<file path="config.mk">
export PLATFORM = sky130hd
export DESIGN_NAME = scfd_decoder
export DESIGN_NICKNAME = d
export VERILOG_FILES = /design/src/rtl/scfd_pkg.sv /design/src/rtl/scfd_shifter.sv /design/src/rtl/scfd_decoder.sv
export SDC_FILE = /design/constraint.sdc
export NUM_CORES = 1
export LEC_CHECK = 0
export ABC_AREA = 0
export BUFFER_PORTS_ARGS = -buffer_cell sky130_fd_sc_hd__buf_4
export CELL_PAD_IN_SITES_DETAIL_PLACEMENT = 0
export CELL_PAD_IN_SITES_GLOBAL_PLACEMENT = 1
export CORE_UTILIZATION = 45
export DETAILED_ROUTE_END_ITERATION = 8
export PLACE_DENSITY = 0.77
export SLEW_MARGIN = 20
export SYNTH_ARGS = -nofsm -noshare
export SYNTH_HDL_FRONTEND = slang
export SYNTH_SLANG_ARGS = --single-unit
</file>
<file path="constraint.sdc">
create_clock -name CLOCK -period 8.64 [get_ports CLOCK]
set_input_delay 1.728 -clock CLOCK [delete_from_list [all_inputs] [get_ports CLOCK]]
set_output_delay 1.728 -clock CLOCK [all_outputs]
set_load 0.02 [all_outputs]
</file>
<file path="src/rtl/scfd_pkg.sv">
// Constants and types shared by the special control field decoder.
package scfd_pkg;

	// Microword layout, bit 0 is the leftmost bit
	localparam int MW_WIDTH       = 48;
	localparam int RF_WRITE_BIT   = 26;
	localparam int Q_LOAD_BIT     = 27;
	localparam int A_FIRST        = 35;
	localparam int A_LAST         = 37;
	localparam int B_FIRST        = 38;
	localparam int B_LAST         = 41;
	localparam int C_FIRST        = 42;
	localparam int C_LAST         = 44;
	localparam int D_FIRST        = 45;
	localparam int D_LAST         = 47;
	localparam int CONST_SEL_BIT  = 38;
	localparam int CONST_FILL_BIT = 39;
	localparam int CONST_FIRST    = 40;
	localparam int CONST_LAST     = 47;
	localparam int USER_FIRST     = 38;
	localparam int USER_LAST      = 47;

	// A-field modes
	localparam logic [2:0] A_GENERAL    = 3'h0;
	localparam logic [2:0] A_MMU        = 3'h1;
	localparam logic [2:0] A_INDICATOR  = 3'h2;
	localparam logic [2:0] A_SHIFT      = 3'h3;
	localparam logic [2:0] A_CONSTANT   = 3'h4;
	localparam logic [2:0] A_USER_FIRST = 3'h5;

	// D-field codes in general and memory-management modes
	localparam logic [2:0] D_CLEAR_FLAG_THREE    = 3'h5;
	localparam logic [2:0] D_SET_FLAG_THREE      = 3'h6;
	localparam logic [2:0] D_CLEAR_OVERFLOW_TRAP = 3'h7;

	// General B codes that inhibit the C and D fields
	localparam logic [3:0] B_GEN_INHIBIT_5 = 4'h5;
	localparam logic [3:0] B_GEN_INHIBIT_7 = 4'h7;
	localparam logic [3:0] B_GEN_INHIBIT_D = 4'hD;
	localparam logic [3:0] B_GEN_INHIBIT_F = 4'hF;

	// Memory-management B-field codes
	localparam logic [3:0] B_CLEAR_TRANSLATION_ERRORS = 4'h0;
	localparam logic [3:0] B_LOAD_DESCRIPTOR_INDEX    = 4'h1;
	localparam logic [3:0] B_COPY_CURRENT_RING        = 4'h2;
	localparam logic [3:0] B_LOAD_BOTH_RINGS          = 4'h3;
	localparam logic [3:0] B_WRITE_BASE_WORD          = 4'h4;
	localparam logic [3:0] B_READ_BASE_WORD           = 4'h5;
	localparam logic [3:0] B_WRITE_SIZE_WORD          = 4'h6;
	localparam logic [3:0] B_READ_SIZE_WORD           = 4'h7;

	// Shift-mode B-field codes
	localparam logic [3:0] B_OPCODE_SHIFT_IND_CLEAR = 4'h0;
	localparam logic [3:0] B_FREG_Q_SHIFT           = 4'h1;
	localparam logic [3:0] B_OPCODE_SINGLE_SHIFT    = 4'h2;
	localparam logic [3:0] B_OPCODE_DOUBLE_SHIFT    = 4'h3;
	localparam logic [3:0] B_FW_Q_SHIFT             = 4'h5;
	localparam logic [3:0] B_FW_RF_SHIFT            = 4'h6;
	localparam logic [3:0] B_FW_DOUBLE_SHIFT        = 4'h7;

	// Shift kinds, same code as the C-field
	localparam logic [2:0] SHIFT_OPEN_LEFT   = 3'h0;
	localparam logic [2:0] SHIFT_ARITH_LEFT  = 3'h2;
	localparam logic [2:0] SHIFT_OPEN_RIGHT  = 3'h4;
	localparam logic [2:0] SHIFT_ARITH_RIGHT = 3'h6;
	localparam int         SHIFT_RIGHT_BIT   = 2;
	localparam logic [1:0] SHIFT_ARITH_TYPE  = 2'h2;

	// Indicator register bit positions
	localparam int IND_OVERFLOW  = 0;
	localparam int IND_CARRY     = 2;
	localparam int IND_BIT       = 3;
	localparam int IND_IO        = 4;
	localparam int IND_GREATER   = 5;
	localparam int IND_LESS      = 6;
	localparam int IND_UNORDERED = 7;

	// Sizes and reset values
	localparam int          DESC_DEPTH       = 32;
	localparam logic [0:7]  INDICATORS_RESET = 8'h00;
	localparam logic [1:0]  RING_RESET       = 2'h0;
	localparam logic [0:4]  DESC_INDEX_RESET = 5'h00;
	localparam logic [3:0]  MMU_ERRORS_RESET = 4'h0;
	localparam logic [0:15] WORD_RESET       = 16'h0000;

	typedef struct packed {
		logic [0:3]  ext;
		logic [0:15] data;
	} scfd_bus_type;

	typedef struct packed {
		logic greater;
		logic less;
		logic unordered;
	} scfd_compare_type;

	typedef enum logic [2:0] {
		OP_SOL, OP_SOR, OP_SAL, OP_SAR, OP_DOL, OP_DOR, OP_DAL, OP_DAR
	} scfd_opshift_type;

endpackage : scfd_pkg

</file>
<file path="src/rtl/scfd_shifter.sv">
// One-position shifter for single and concatenated double words.
`timescale 1ns/1ps
module scfd_shifter
	import scfd_pkg::*;
(
	// Operands
	input  wire logic [0:15] hi,
	input  wire logic [0:15] lo,
	input  wire logic        double_word,
	// Control
	input  wire logic [2:0]  kind,
	input  wire logic        filler,
	// Results
	output logic      [0:15] res_hi,
	output logic      [0:15] res_lo,
	output logic             bit_out,
	output logic             sign_change
);

	logic closed;
	logic arith;
	logic fill;

	always_comb begin
		closed      = kind[0];
		arith       = (kind[1:0] == SHIFT_ARITH_TYPE);
		fill        = filler;
		res_hi      = hi;
		res_lo      = lo;
		bit_out     = 1'b0;
		sign_change = 1'b0;
		if (!kind[SHIFT_RIGHT_BIT]) begin
			bit_out     = hi[0];
			sign_change = arith & (hi[0] ^ hi[1]);
			if (closed) begin
				fill = hi[0];
			end
			if (double_word) begin
				res_hi = {hi[1:15], lo[0]};
				res_lo = {lo[1:15], fill};
			end else begin
				res_hi = {hi[1:15], fill};
			end
		end else begin
			bit_out = double_word ? lo[15] : hi[15];
			if (closed) begin
				fill = bit_out;
			end else if (arith) begin
				// Sign is replicated, the filler is ignored
				fill = hi[0];
			end
			res_hi = {fill, hi[0:14]};
			if (double_word) begin
				res_lo = {hi[15], lo[0:14]};
			end
		end
	end

endmodule : scfd_shifter

</file>
<file path="src/rtl/scfd_decoder.sv">
// Special control field decoder: modes, indicators, shifts, constants, user codes.
//
// Summary of operation
// RULE_01 - General D-field 5 clears flag three, 6 sets it, 7 clears overflow trap.
// RULE_02 - MMU B 0 clears translation errors; 8-F nothing; C/D as general.
// RULE_03 - MMU B 1 loads descriptor index from bus extension or bus bits 00-03.
// RULE_04 - MMU B 2 copies current ring into effective ring.
// RULE_05 - MMU B 3 loads both rings from bus bits 01,02.
// RULE_06 - MMU B 4 writes bus into base word; 5 drives base word onto bus.
// RULE_07 - MMU B 6/7 write/read size word, then increment descriptor index.
// RULE_08 - Indicator B 1/2 clear/set overflow, 5/6 carry, 4 loads both from ALU.
// RULE_09 - Indicator B 3 loads bit indicator from bus 00; 7 from bus nonzero.
// RULE_10 - Indicator B 8/C load compare bits; 9,A,D,E clear/set.
// RULE_11 - Indicator B/F clear/set io indicator; C and D fields suppressed.
// RULE_12 - Shift B 0 clears overflow if arithmetic left, else carry.
// RULE_13 - Shift B 2 opcode single shift sets overflow and carry.
// RULE_14 - Shift B 3 opcode double shift of register file and Q.
// RULE_15 - Firmware keeps C and D zero for shift B 0-4; B 1 F-driven Q shift.
// RULE_16 - Firmware shift C-field gives direction and shift type.
// RULE_17 - Firmware enables Q load for B 5, register write for 6, both for 7.
// RULE_18 - For B 5-7 and C 0,2,4 the D-field selects the shift filler bit.
// RULE_19 - Shift B 8-F suppress all C-field and D-field operations.
// RULE_20 - Register-file shifts store the shifted ALU output.
// RULE_21 - Constant mode: bit 38 byte select, bit 39 other byte fill, 40-47 constant.
// RULE_22 - Constant mode copies bus bit 00 into the extension bits.
// RULE_23 - A-field 5-7 put bits 38-47 off chip with no internal action.
// RULE_24 - Special control field in bits 35-47; A-field 35-37 selects the mode.
// RULE_25 - Microword bit 26 enables register-file writes; else no change.
// RULE_26 - Microword bit 27 enables Q loading; no shift loads Q from bus.
// RULE_27 - B-field is bits 38-41, C-field 42-44, D-field 45-47.
`timescale 1ns/1ps
module scfd_decoder
	import scfd_pkg::*;
(
	// Clock and reset
	input  wire logic             CLOCK,
	input  wire logic             RST,
	input  wire logic             CE,
	// Microword from external store
	input  wire logic [0:47]      MICROWORD_BITS,
	// Datapath inputs on the processor clock
	input  wire scfd_bus_type     INTERNAL_BUS,
	input  wire scfd_bus_type     ALU_OUT,
	input  wire logic             ALU_CARRY16,
	input  wire logic             ALU_OVERFLOW16,
	input  wire scfd_compare_type COMPARE_16,
	input  wire scfd_compare_type COMPARE_20,
	input  wire scfd_opshift_type SHIFT_OPCODE,
	input  wire logic [2:0]       FREG_SHIFT_KIND,
	input  wire logic             CONTROL_FLAG_ONE,
	input  wire logic             CONTROL_FLAG_FOUR,
	// Event inputs from other logic
	input  wire logic             OVERFLOW_TRAP_SET,
	input  wire logic [3:0]       TRANSLATION_ERROR_SET,
	// Register file write port
	output logic                  RF_WRITE,
	output logic      [0:15]      RF_WRITE_DATA,
	// Q register
	output logic      [0:15]      Q_REGISTER,
	// Internal bus source
	output logic                  BUS_OUT_VALID,
	output scfd_bus_type          BUS_OUT,
	// Flags and indicators
	output logic      [0:7]       INDICATORS,
	output logic                  FLAG_THREE,
	output logic                  OVERFLOW_TRAP,
	output logic      [3:0]       TRANSLATION_ERRORS,
	// Memory-management state
	output logic      [1:0]       CURRENT_RING,
	output logic      [1:0]       EFFECTIVE_RING,
	output logic      [0:4]       DESCRIPTOR_INDEX,
	// User codes
	output logic                  USER_CODE_VALID,
	output logic      [0:9]       USER_CODE
);

	logic [0:47] mw_meta;
	logic [0:47] mw;
	logic [2:0]  a_field;
	logic [3:0]  b_field;
	logic [2:0]  c_field;
	logic [2:0]  d_field;
	logic        regfile_write_enable;
	logic        q_load_enable;
	logic        in_general;
	logic        in_mmu;
	logic        in_indicator;
	logic        in_shift;
	logic        in_constant;
	logic        in_user;
	logic        cd_inhibit;
	logic        d_active;
	logic        opcode_single_shift;
	logic        opcode_double_shift;
	logic        fw_q_shift;
	logic        fw_rf_shift;
	logic        fw_double_shift;
	logic        freg_q_shift;
	logic        q_shift;
	logic        rf_shift;
	logic        op_arith_left;
	logic        op_double;
	logic [2:0]  op_kind;
	logic [0:15] sh_hi;
	logic [0:15] sh_lo;
	logic        sh_double;
	logic [2:0]  sh_kind;
	logic        sh_filler;
	logic        shift_filler;
	logic [0:15] res_hi;
	logic [0:15] res_lo;
	logic        bit_out;
	logic        sign_change;
	logic [0:31] descriptor_file [DESC_DEPTH];
	logic [0:15] constant_word;

	// Two stages because the microword arrives from off-chip store
	always_ff @(posedge CLOCK) begin
		if (RST) begin
			mw_meta <= '0;
			mw      <= '0;
		end else if (CE) begin
			mw_meta <= MICROWORD_BITS;
			mw      <= mw_meta;
		end
	end

	assign a_field              = mw[A_FIRST:A_LAST]; // RULE_24
	assign b_field              = mw[B_FIRST:B_LAST]; // RULE_27
	assign c_field              = mw[C_FIRST:C_LAST]; // RULE_27
	assign d_field              = mw[D_FIRST:D_LAST]; // RULE_27
	assign regfile_write_enable = mw[RF_WRITE_BIT];
	assign q_load_enable        = mw[Q_LOAD_BIT];

	assign in_general   = (a_field == A_GENERAL);
	assign in_mmu       = (a_field == A_MMU);
	assign in_indicator = (a_field == A_INDICATOR);
	assign in_shift     = (a_field == A_SHIFT);
	assign in_constant  = (a_field == A_CONSTANT);
	assign in_user      = (a_field >= A_USER_FIRST); // RULE_23

	// General B codes 5,7,D,F also mask the C and D fields
	assign cd_inhibit = in_indicator // RULE_11
		| (in_shift & b_field[3]) // RULE_19
		| (in_general & ((b_field == B_GEN_INHIBIT_5) | (b_field == B_GEN_INHIBIT_7)
			| (b_field == B_GEN_INHIBIT_D) | (b_field == B_GEN_INHIBIT_F)));
	assign d_active = (in_general | in_mmu) & ~cd_inhibit; // RULE_02

	// Shifts need their matching write enables
	assign opcode_single_shift = in_shift & (b_field == B_OPCODE_SINGLE_SHIFT)
		& regfile_write_enable; // RULE_13
	assign opcode_double_shift = in_shift & (b_field == B_OPCODE_DOUBLE_SHIFT)
		& regfile_write_enable & q_load_enable; // RULE_14
	assign freg_q_shift    = in_shift & (b_field == B_FREG_Q_SHIFT) & q_load_enable; // RULE_15
	assign fw_q_shift      = in_shift & (b_field == B_FW_Q_SHIFT) & q_load_enable;
	assign fw_rf_shift     = in_shift & (b_field == B_FW_RF_SHIFT) & regfile_write_enable;
	assign fw_double_shift = in_shift & (b_field == B_FW_DOUBLE_SHIFT)
		& regfile_write_enable & q_load_enable;
	assign q_shift  = freg_q_shift | fw_q_shift | fw_double_shift | opcode_double_shift;
	assign rf_shift = opcode_single_shift | opcode_double_shift | fw_rf_shift | fw_double_shift;

	// Opcode shift type decode
	always_comb begin
		op_kind       = SHIFT_OPEN_LEFT;
		op_double     = SHIFT_OPCODE inside {OP_DOL, OP_DOR, OP_DAL, OP_DAR};
		op_arith_left = SHIFT_OPCODE inside {OP_SAL, OP_DAL};
		unique case (SHIFT_OPCODE)
			OP_SOL, OP_DOL: op_kind = SHIFT_OPEN_LEFT;
			OP_SOR, OP_DOR: op_kind = SHIFT_OPEN_RIGHT;
			OP_SAL, OP_DAL: op_kind = SHIFT_ARITH_LEFT;
			OP_SAR, OP_DAR: op_kind = SHIFT_ARITH_RIGHT;
		endcase
	end

	// Filler select; closed and arithmetic-right shifts ignore it
	always_comb begin
		unique case (d_field) // RULE_18
			3'h0: shift_filler = 1'b0;
			3'h1: shift_filler = CONTROL_FLAG_ONE;
			3'h2: shift_filler = ~CONTROL_FLAG_FOUR;
			3'h3: shift_filler = CONTROL_FLAG_FOUR;
			3'h4: shift_filler = ALU_CARRY16;
			3'h5: shift_filler = ALU_OUT.ext[3];
			3'h6: shift_filler = ALU_OUT.data[0];
			3'h7: shift_filler = Q_REGISTER[0];
		endcase
	end

	// Register-file operand is always the ALU output, never the file itself
	always_comb begin
		sh_hi     = ALU_OUT.data; // RULE_20
		sh_lo     = Q_REGISTER;
		sh_double = 1'b0;
		sh_kind   = c_field; // RULE_16
		sh_filler = shift_filler;
		if (opcode_single_shift | opcode_double_shift) begin
			sh_kind   = op_kind;
			sh_double = opcode_double_shift;
			sh_filler = 1'b0;
		end else if (freg_q_shift) begin
			sh_hi     = Q_REGISTER;
			sh_kind   = FREG_SHIFT_KIND;
			sh_filler = 1'b0;
		end else if (fw_q_shift) begin
			sh_hi = Q_REGISTER;
		end else if (fw_double_shift) begin
			sh_double = 1'b1;
		end
	end

	scfd_shifter u_shifter (
		.hi          (sh_hi),
		.lo          (sh_lo),
		.double_word (sh_double),
		.kind        (sh_kind),
		.filler      (sh_filler),
		.res_hi      (res_hi),
		.res_lo      (res_lo),
		.bit_out     (bit_out),
		.sign_change (sign_change)
	);

	// Register-file write port
	always_ff @(posedge CLOCK) begin
		if (RST) begin
			RF_WRITE      <= 1'b0;
			RF_WRITE_DATA <= WORD_RESET;
		end else if (CE) begin
			RF_WRITE      <= regfile_write_enable; // RULE_25
			RF_WRITE_DATA <= rf_shift ? res_hi : ALU_OUT.data; // RULE_20
		end
	end

	// Q register
	always_ff @(posedge CLOCK) begin
		if (RST) begin
			Q_REGISTER <= WORD_RESET;
		end else if (CE && q_load_enable) begin
			if (q_shift) begin
				Q_REGISTER <= (sh_double && !freg_q_shift && !fw_q_shift) ? res_lo : res_hi;
			end else begin
				Q_REGISTER <= INTERNAL_BUS.data; // RULE_26
			end
		end
	end

	// Indicator register
	always_ff @(posedge CLOCK) begin
		if (RST) begin
			INDICATORS <= INDICATORS_RESET;
		end else if (CE && in_indicator) begin
			unique case (b_field)
				4'h1: INDICATORS[IND_OVERFLOW] <= 1'b0; // RULE_08
				4'h2: INDICATORS[IND_OVERFLOW] <= 1'b1; // RULE_08
				4'h3: INDICATORS[IND_BIT] <= INTERNAL_BUS.data[0]; // RULE_09
				4'h4: begin
					INDICATORS[IND_OVERFLOW] <= ALU_OVERFLOW16; // RULE_08
					INDICATORS[IND_CARRY]    <= ALU_CARRY16;
				end
				4'h5: INDICATORS[IND_CARRY] <= 1'b0; // RULE_08
				4'h6: INDICATORS[IND_CARRY] <= 1'b1; // RULE_08
				4'h7: INDICATORS[IND_BIT] <= |INTERNAL_BUS.data; // RULE_09
				4'h8: begin
					INDICATORS[IND_GREATER]   <= COMPARE_16.greater; // RULE_10
					INDICATORS[IND_LESS]      <= COMPARE_16.less;
					INDICATORS[IND_UNORDERED] <= COMPARE_16.unordered;
				end
				4'h9: INDICATORS[IND_GREATER] <= 1'b0; // RULE_10
				4'hA: INDICATORS[IND_GREATER] <= 1'b1; // RULE_10
				4'hB: INDICATORS[IND_IO] <= 1'b0; // RULE_11
				4'hC: begin
					INDICATORS[IND_GREATER]   <= COMPARE_20.greater; // RULE_10
					INDICATORS[IND_LESS]      <= COMPARE_20.less;
					INDICATORS[IND_UNORDERED] <= COMPARE_20.unordered;
				end
				4'hD: INDICATORS[IND_LESS] <= 1'b0; // RULE_10
				4'hE: INDICATORS[IND_LESS] <= 1'b1; // RULE_10
				4'hF: INDICATORS[IND_IO] <= 1'b1; // RULE_11
				default: ;
			endcase
		end else if (CE && in_shift) begin
			if (b_field == B_OPCODE_SHIFT_IND_CLEAR) begin
				if (op_arith_left) begin
					INDICATORS[IND_OVERFLOW] <= 1'b0; // RULE_12
				end else begin
					INDICATORS[IND_CARRY] <= 1'b0; // RULE_12
				end
			end else if (opcode_single_shift || opcode_double_shift) begin
				// Opcode shift width must match the B code to count
				if (op_double == opcode_double_shift) begin
					if (op_arith_left && sign_change) begin
						INDICATORS[IND_OVERFLOW] <= 1'b1; // RULE_13 RULE_14
					end
					if (!op_arith_left && bit_out) begin
						INDICATORS[IND_CARRY] <= 1'b1; // RULE_13 RULE_14
					end
				end
			end
		end
	end

	// Flag three and trap; a trap event wins over its clear
	always_ff @(posedge CLOCK) begin
		if (RST) begin
			FLAG_THREE    <= 1'b0;
			OVERFLOW_TRAP <= 1'b0;
		end else if (CE) begin
			if (d_active && d_field == D_CLEAR_FLAG_THREE) begin
				FLAG_THREE <= 1'b0; // RULE_01
			end else if (d_active && d_field == D_SET_FLAG_THREE) begin
				FLAG_THREE <= 1'b1; // RULE_01
			end
			if (OVERFLOW_TRAP_SET) begin
				OVERFLOW_TRAP <= 1'b1;
			end else if (d_active && d_field == D_CLEAR_OVERFLOW_TRAP) begin
				OVERFLOW_TRAP <= 1'b0; // RULE_01
			end
		end
	end

	// Translation errors; new errors win over the clear
	always_ff @(posedge CLOCK) begin
		if (RST) begin
			TRANSLATION_ERRORS <= MMU_ERRORS_RESET;
		end else if (CE) begin
			if (in_mmu && b_field == B_CLEAR_TRANSLATION_ERRORS) begin
				TRANSLATION_ERRORS <= TRANSLATION_ERROR_SET; // RULE_02
			end else begin
				TRANSLATION_ERRORS <= TRANSLATION_ERRORS | TRANSLATION_ERROR_SET;
			end
		end
	end

	// Descriptor index and rings
	always_ff @(posedge CLOCK) begin
		if (RST) begin
			DESCRIPTOR_INDEX <= DESC_INDEX_RESET;
			CURRENT_RING     <= RING_RESET;
			EFFECTIVE_RING   <= RING_RESET;
		end else if (CE && in_mmu) begin
			unique case (b_field)
				B_LOAD_DESCRIPTOR_INDEX: begin
					if (INTERNAL_BUS.ext == 4'h0) begin
						DESCRIPTOR_INDEX <= {1'b0, INTERNAL_BUS.data[0:3]}; // RULE_03
					end else begin
						DESCRIPTOR_INDEX <= {1'b1, INTERNAL_BUS.ext}; // RULE_03
					end
				end
				B_COPY_CURRENT_RING: EFFECTIVE_RING <= CURRENT_RING; // RULE_04
				B_LOAD_BOTH_RINGS: begin
					CURRENT_RING   <= INTERNAL_BUS.data[1:2]; // RULE_05
					EFFECTIVE_RING <= INTERNAL_BUS.data[1:2];
				end
				B_WRITE_SIZE_WORD, B_READ_SIZE_WORD: begin
					DESCRIPTOR_INDEX <= DESCRIPTOR_INDEX + 5'h01; // RULE_07
				end
				default: ;
			endcase
		end
	end

	// Descriptor file, no reset so it maps to plain storage
	always_ff @(posedge CLOCK) begin
		if (CE && in_mmu && b_field == B_WRITE_BASE_WORD) begin
			descriptor_file[DESCRIPTOR_INDEX][0:15] <= INTERNAL_BUS.data; // RULE_06
		end
		if (CE && in_mmu && b_field == B_WRITE_SIZE_WORD) begin
			descriptor_file[DESCRIPTOR_INDEX][16:31] <= INTERNAL_BUS.data; // RULE_07
		end
	end

	// Constant byte, other byte all ones or zeros
	always_comb begin
		if (mw[CONST_SEL_BIT]) begin
			constant_word = {{8{mw[CONST_FILL_BIT]}}, mw[CONST_FIRST:CONST_LAST]}; // RULE_21
		end else begin
			constant_word = {mw[CONST_FIRST:CONST_LAST], {8{mw[CONST_FILL_BIT]}}}; // RULE_21
		end
	end

	// Bus source: constants and descriptor reads
	always_ff @(posedge CLOCK) begin
		if (RST) begin
			BUS_OUT_VALID <= 1'b0;
			BUS_OUT       <= '0;
		end else if (CE) begin
			BUS_OUT_VALID <= in_constant
				| (in_mmu & ((b_field == B_READ_BASE_WORD) | (b_field == B_READ_SIZE_WORD)));
			if (in_constant) begin
				BUS_OUT.data <= constant_word;
				BUS_OUT.ext  <= {4{constant_word[0]}}; // RULE_22
			end else if (in_mmu && b_field == B_READ_BASE_WORD) begin
				BUS_OUT.data <= descriptor_file[DESCRIPTOR_INDEX][0:15]; // RULE_06
				BUS_OUT.ext  <= 4'h0;
			end else if (in_mmu && b_field == B_READ_SIZE_WORD) begin
				BUS_OUT.data <= descriptor_file[DESCRIPTOR_INDEX][16:31]; // RULE_07
				BUS_OUT.ext  <= 4'h0;
			end
		end
	end

	// User codes leave the chip untouched
	always_ff @(posedge CLOCK) begin
		if (RST) begin
			USER_CODE_VALID <= 1'b0;
			USER_CODE       <= '0;
		end else if (CE) begin
			USER_CODE_VALID <= in_user; // RULE_23
			USER_CODE       <= in_user ? mw[USER_FIRST:USER_LAST] : USER_CODE;
		end
	end

endmodule : scfd_decoder

</file>
==> summary.md <==
| Metric | Value |
|---|---|
| Number of sinks driven by the clock tree | `1143` |
| Placeable core region | `98900 um^2` |
| Int Power | `8.71 mW` |
| Main combinational cell family by area after synthesis | `multiplexers` |
| Detail Route Antenna Nets | `0` |
| Number of synthesized flops with an enable pin | `1024` |
| Htree depth | `3` |
| Port bufs | `162` |
| Number of setup buffers added after CTS | `0` |
| Number of antenna violations at the first check in global routing | `2` |
| Syn_nets | `2554` |
| Worst path cell trace | `buf_4 -> nand4bb_1 -> nor3_1 -> nand2_1 -> nor2_1 -> buf_4` |
| Total of warnings raised by yosys | `0` |
| Maximum number of pins on one net before global-route repair | `100` |
| Cell at the root of the clock tree | `clkbuf_16` |
| Fraction of power spent switching nets | `20.0%` |
| Total Power Consumption | `10.9 mW` |
| Min-delay worst type | `reg2reg` |
| Hold Path Stages | `2` |
| Leakage Power | `16.2 nW` |
| Nets | `2754` |
| Highest-delay cell along the critical path | `nor3_1` |
| Final instance area | `51400 um^2` |
| Time the worst path needs with I/O delays and setup | `4.12 ns` |
| Area of the die | `101000 um^2` |
| Predominant post-synthesis flop cell | `edfxtp_1` |
| P per Cell Area | `212 nW/um^2` |
| Critical-path maximum fanout | `34` |
| Endpoint with the worst hold slack | `RF_WRITE_DATA[7]` |
| Avg Synthesized Cell Area | `18.5 um^2` |
| Die span in y | `318 um` |
| Wirelength, routed | `109000 um` |
| Sequential fraction of the synthesis area | `73.5%` |
| Reg-to-reg setup timing slack | `4.77 ns` |
| Synth top area cells | `edfxtp_1 68%, mux4_2 13%, dfxtp_1 5.3%` |
| Number of design rule violations left after detail routing | `0` |
| Maximum Capacitance Violations | `0` |
| Count of fill cells added during filler insertion | `7682` |
| Crit. End Element | `flip-flop` |
| Number of cells produced by synthesis | `2438` |
| Run status | `complete, no violations` |
| Routed length per placed instance | `27.1 um` |
| Xor/xnor cell area share of the yosys netlist | `0.0972%` |
| CTS Buf Count | `110` |
| Synth async-reset ratio | `0%` |
| Final count of negative-setup-slack endpoints | `0` |
| Number of flip-flops and latches in the synthesized netlist | `1143` |
| Worst path buffer plus inverter count | `2` |
| Yosys top cell area share | `68.2%` |
| Number of hold buffers added after cts | `0` |
| Post-cts sizing count | `0` |
| Cell family contributing the most delay on the critical path | `simple AND/OR/NAND/NOR gates` |
| Area taken by flip-flops and latches | `33100 um^2` |
| Via count of the first global-routing pass | `24.2k` |
| Placer Congestion | `0.865` |
| Number of DRC markers in iteration 0 | `2760` |
| Comb pwr share | `2.2%` |
| Element type at the critical path start | `input port` |
| Max stage delay on crit path | `0.80 ns` |
| Cell repeated most along the worst path | `buf_4` |
| Final worst-path cycle share | `47.6%` |
| Combined global-route utilization of all metal layers | `21.4%` |
| Clock share of power | `42.3%` |
| Number of iterations in the first detailed-routing pass | `5` |
| Type of the setup path with the least slack | `in2reg` |
| Syn Std Cell Area | `45100 um^2` |
| Share of cell area taken by muxes after synthesis | `15.5%` |
| Source of the worst hold timing path | `RF_WRITE_DATA[7]` |
| Global-route wire length before repair | `161000 um` |
| Data required time at the worst endpoint | `9.01 ns` |
| Antenna fix cells | `0` |
| Setup TNS | `0 ns` |
| Final-report hold violation count | `0` |
| Post-Place Worst Slack | `3.98 ns` |
| R2R Path End | `BUS_OUT[7]` |
| Placed Area | `48000 um^2` |
| Sequential power share | `55.5%` |
| Cell variety after synth | `69` |
| Post-synthesis compound-gate area fraction | `5.33%` |
| Total global routing overflow | `0` |
| Row cnt | `115` |
| Clock Skew | `0.0336 ns` |
| Boundary pin count | `200` |
| Chip Width | `318 um` |
| Measured slew at the worst slew-check pin | `1.08 ns` |
| Vias per inst | `6.01` |
| HPWL after DPL | `63600 um` |
| Maximum vdd ir drop | `0.000158 V` |
| Total area of multi-input combinational cells | `11300 um^2` |
| DR vias | `24.2k` |
| Worst Reg-to-Reg Cells | `6` |
| Layout Area Growth over Synthesis | `14.2%` |
| Clock-pin slew on the worst setup and hold paths | `0.06 ns` |
| Simple-gate share of the synthesized area | `3.94%` |
| Net Sw Power | `2.18 mW` |
| Worst EP arrival | `4.49 ns` |
| Slew Limit Headroom | `27.8%` |
| Clock network latency to the later pin of the worst-skew pair | `0.69 ns` |
| Initial core utilization | `45.6%` |
| Adder-cell area share of the yosys netlist | `0.111%` |
| Clock tree from TritonCTS | `done` |
| Bufs on Longest Clock Path | `3` |
| Hold Worst Slack | `0.479 ns` |
| Least setup slack across all paths after layout | `4.52 ns` |
| Share of final-layout standard cells stronger than drive strength 1 | `24.8%` |
| Slew Viols, Final | `0` |
| Top achievable clock speed | `243 MHz` |
| Most area-hungry cell type in the Yosys netlist | `edfxtp_1` |
| Setup repair after global routing missed its margin | `no` |
cell type report:
type	instances	share of cell area (%)
well taps	1287	3.13
clock buffers	145	5.83
inverters	3	0.0219
clock inverters	59	0.936
flip-flops and latches	1143	64.4
multi-input cells	1132	22.0
repair buffers	248	3.67
placed cells by master (no fill, tap or decap), types with 4 or more instances in the layout:
cell type,synthesis,routed
a211oi_1,23,23
a21o_1,12,12
a21oi_1,93,92
a22oi_1,108,108
a311oi_1,17,17
and3_1,6,6
and3b_1,4,4
buf_4,7,246
bufinv_16,0,6
clkbuf_1,104,26
clkbuf_16,0,112
clkbuf_8,0,7
clkinv_1,1,31
clkinv_2,0,16
dfxtp_1,119,115
dfxtp_4,0,4
edfxtp_1,1024,1024
ha_1,4,4
mux2_2,7,7
mux2i_1,110,110
mux4_2,257,257
nand2_1,91,91
nand2b_1,26,26
nand3_1,12,12
nand3b_1,6,6
nand4_1,6,6
nor2_1,166,164
nor2b_1,10,7
nor3_1,16,15
nor3b_1,8,7
nor4_1,8,7
nor4b_1,4,4
o21ai_0,60,60
o22ai_1,16,16
o31ai_1,4,4
or3_1,5,5
state kept, by name, indices dropped and copies added (netlist names), 2 cells and up, named ones only:
register,count
BUS_OUT,17
CURRENT_RING,2
DESCRIPTOR_INDEX,5
EFFECTIVE_RING,2
INDICATORS,7
Q_REGISTER,16
RF_WRITE_DATA,16
TRANSLATION_ERRORS,4
USER_CODE,10
descriptor_file,1024
mw,15
mw_meta,15
cell families (layout without fill, tap and decap cells):
| group | count (synthesis) | count (layout) |
|---|---|---|
| mux | 374 | 374 |
| fa+ha+maj | 4 | 4 |
| compound gates | 366 | 366 |
| buf+inv | 163 | 455 |
| xor+xnor | 5 | 5 |
| flops | 1143 | 1143 |
| other cells | 1 | 1 |
| simple gates | 382 | 382 |
stage by stage:
stage | util, % | instances
detailed placement | 48.5 | 3813
CTS | 52.0 | 4017
global route | 52.0 | 4017
finish | 52.0 | 4017
floorplan | - | 2438
global placement | 48.5 | 3813
per-layer routing:
layer  global-route usage (%)  vias up  share of wire, %
li1                         -    10300                 -
met1                     30.9    12500                42
met2                     33.6     1139                47
met3                     3.84      159               8.7
met4                     5.63        4               2.3
met5                        0        -             0.017
cells in the mapped netlist, drive strengths merged (6+ instances only):
cell type,number
edfxtp,1024
mux4,257
nor2,166
dfxtp,119
mux2i,110
a22oi,108
clkbuf,104
a21oi,93
nand2,91
o21ai,60
buf,56
nand2b,26
a211oi,23
a311oi,17
nor3,16
o22ai,16
a21o,12
nand3,12
nor2b,10
nor3b,8
nor4,8
mux2,7
and3,6
nand3b,6
nand4,6
power by group through the flow:
stage | clock, mW | combinational [mW] | sequential (mW)
after floorplan | 0 | 0.0799 | 6.16
after global placement | 0 | 0.226 | 6.16
after detailed placement | 0 | 0.238 | 6.16
after CTS | 4.68 | 0.239 | 6.04
after global routing | 4.89 | 0.257 | 6.04
final | 4.61 | 0.239 | 6.04
worst min-delay path, stage by stage (launching register included):
cell      delay, ns
dfxtp_1        0.31
nand2b_1       0.07
a21oi_1        0.06
worst max-delay path by stage:
stage	cells past startpoint	start	slack (ns)	end
global placement	6	CE	4.00	descriptor_file[30][3]
detailed placement	6	CE	3.98	descriptor_file[31][3]
CTS	6	CE	4.68	descriptor_file[31][3]
floorplan	5	CE	4.64	descriptor_file[28][16]
global route	6	CE	4.49	descriptor_file[31][3]
finish	6	CE	4.52	descriptor_file[31][3]
(Power assumes the default switching activity.)
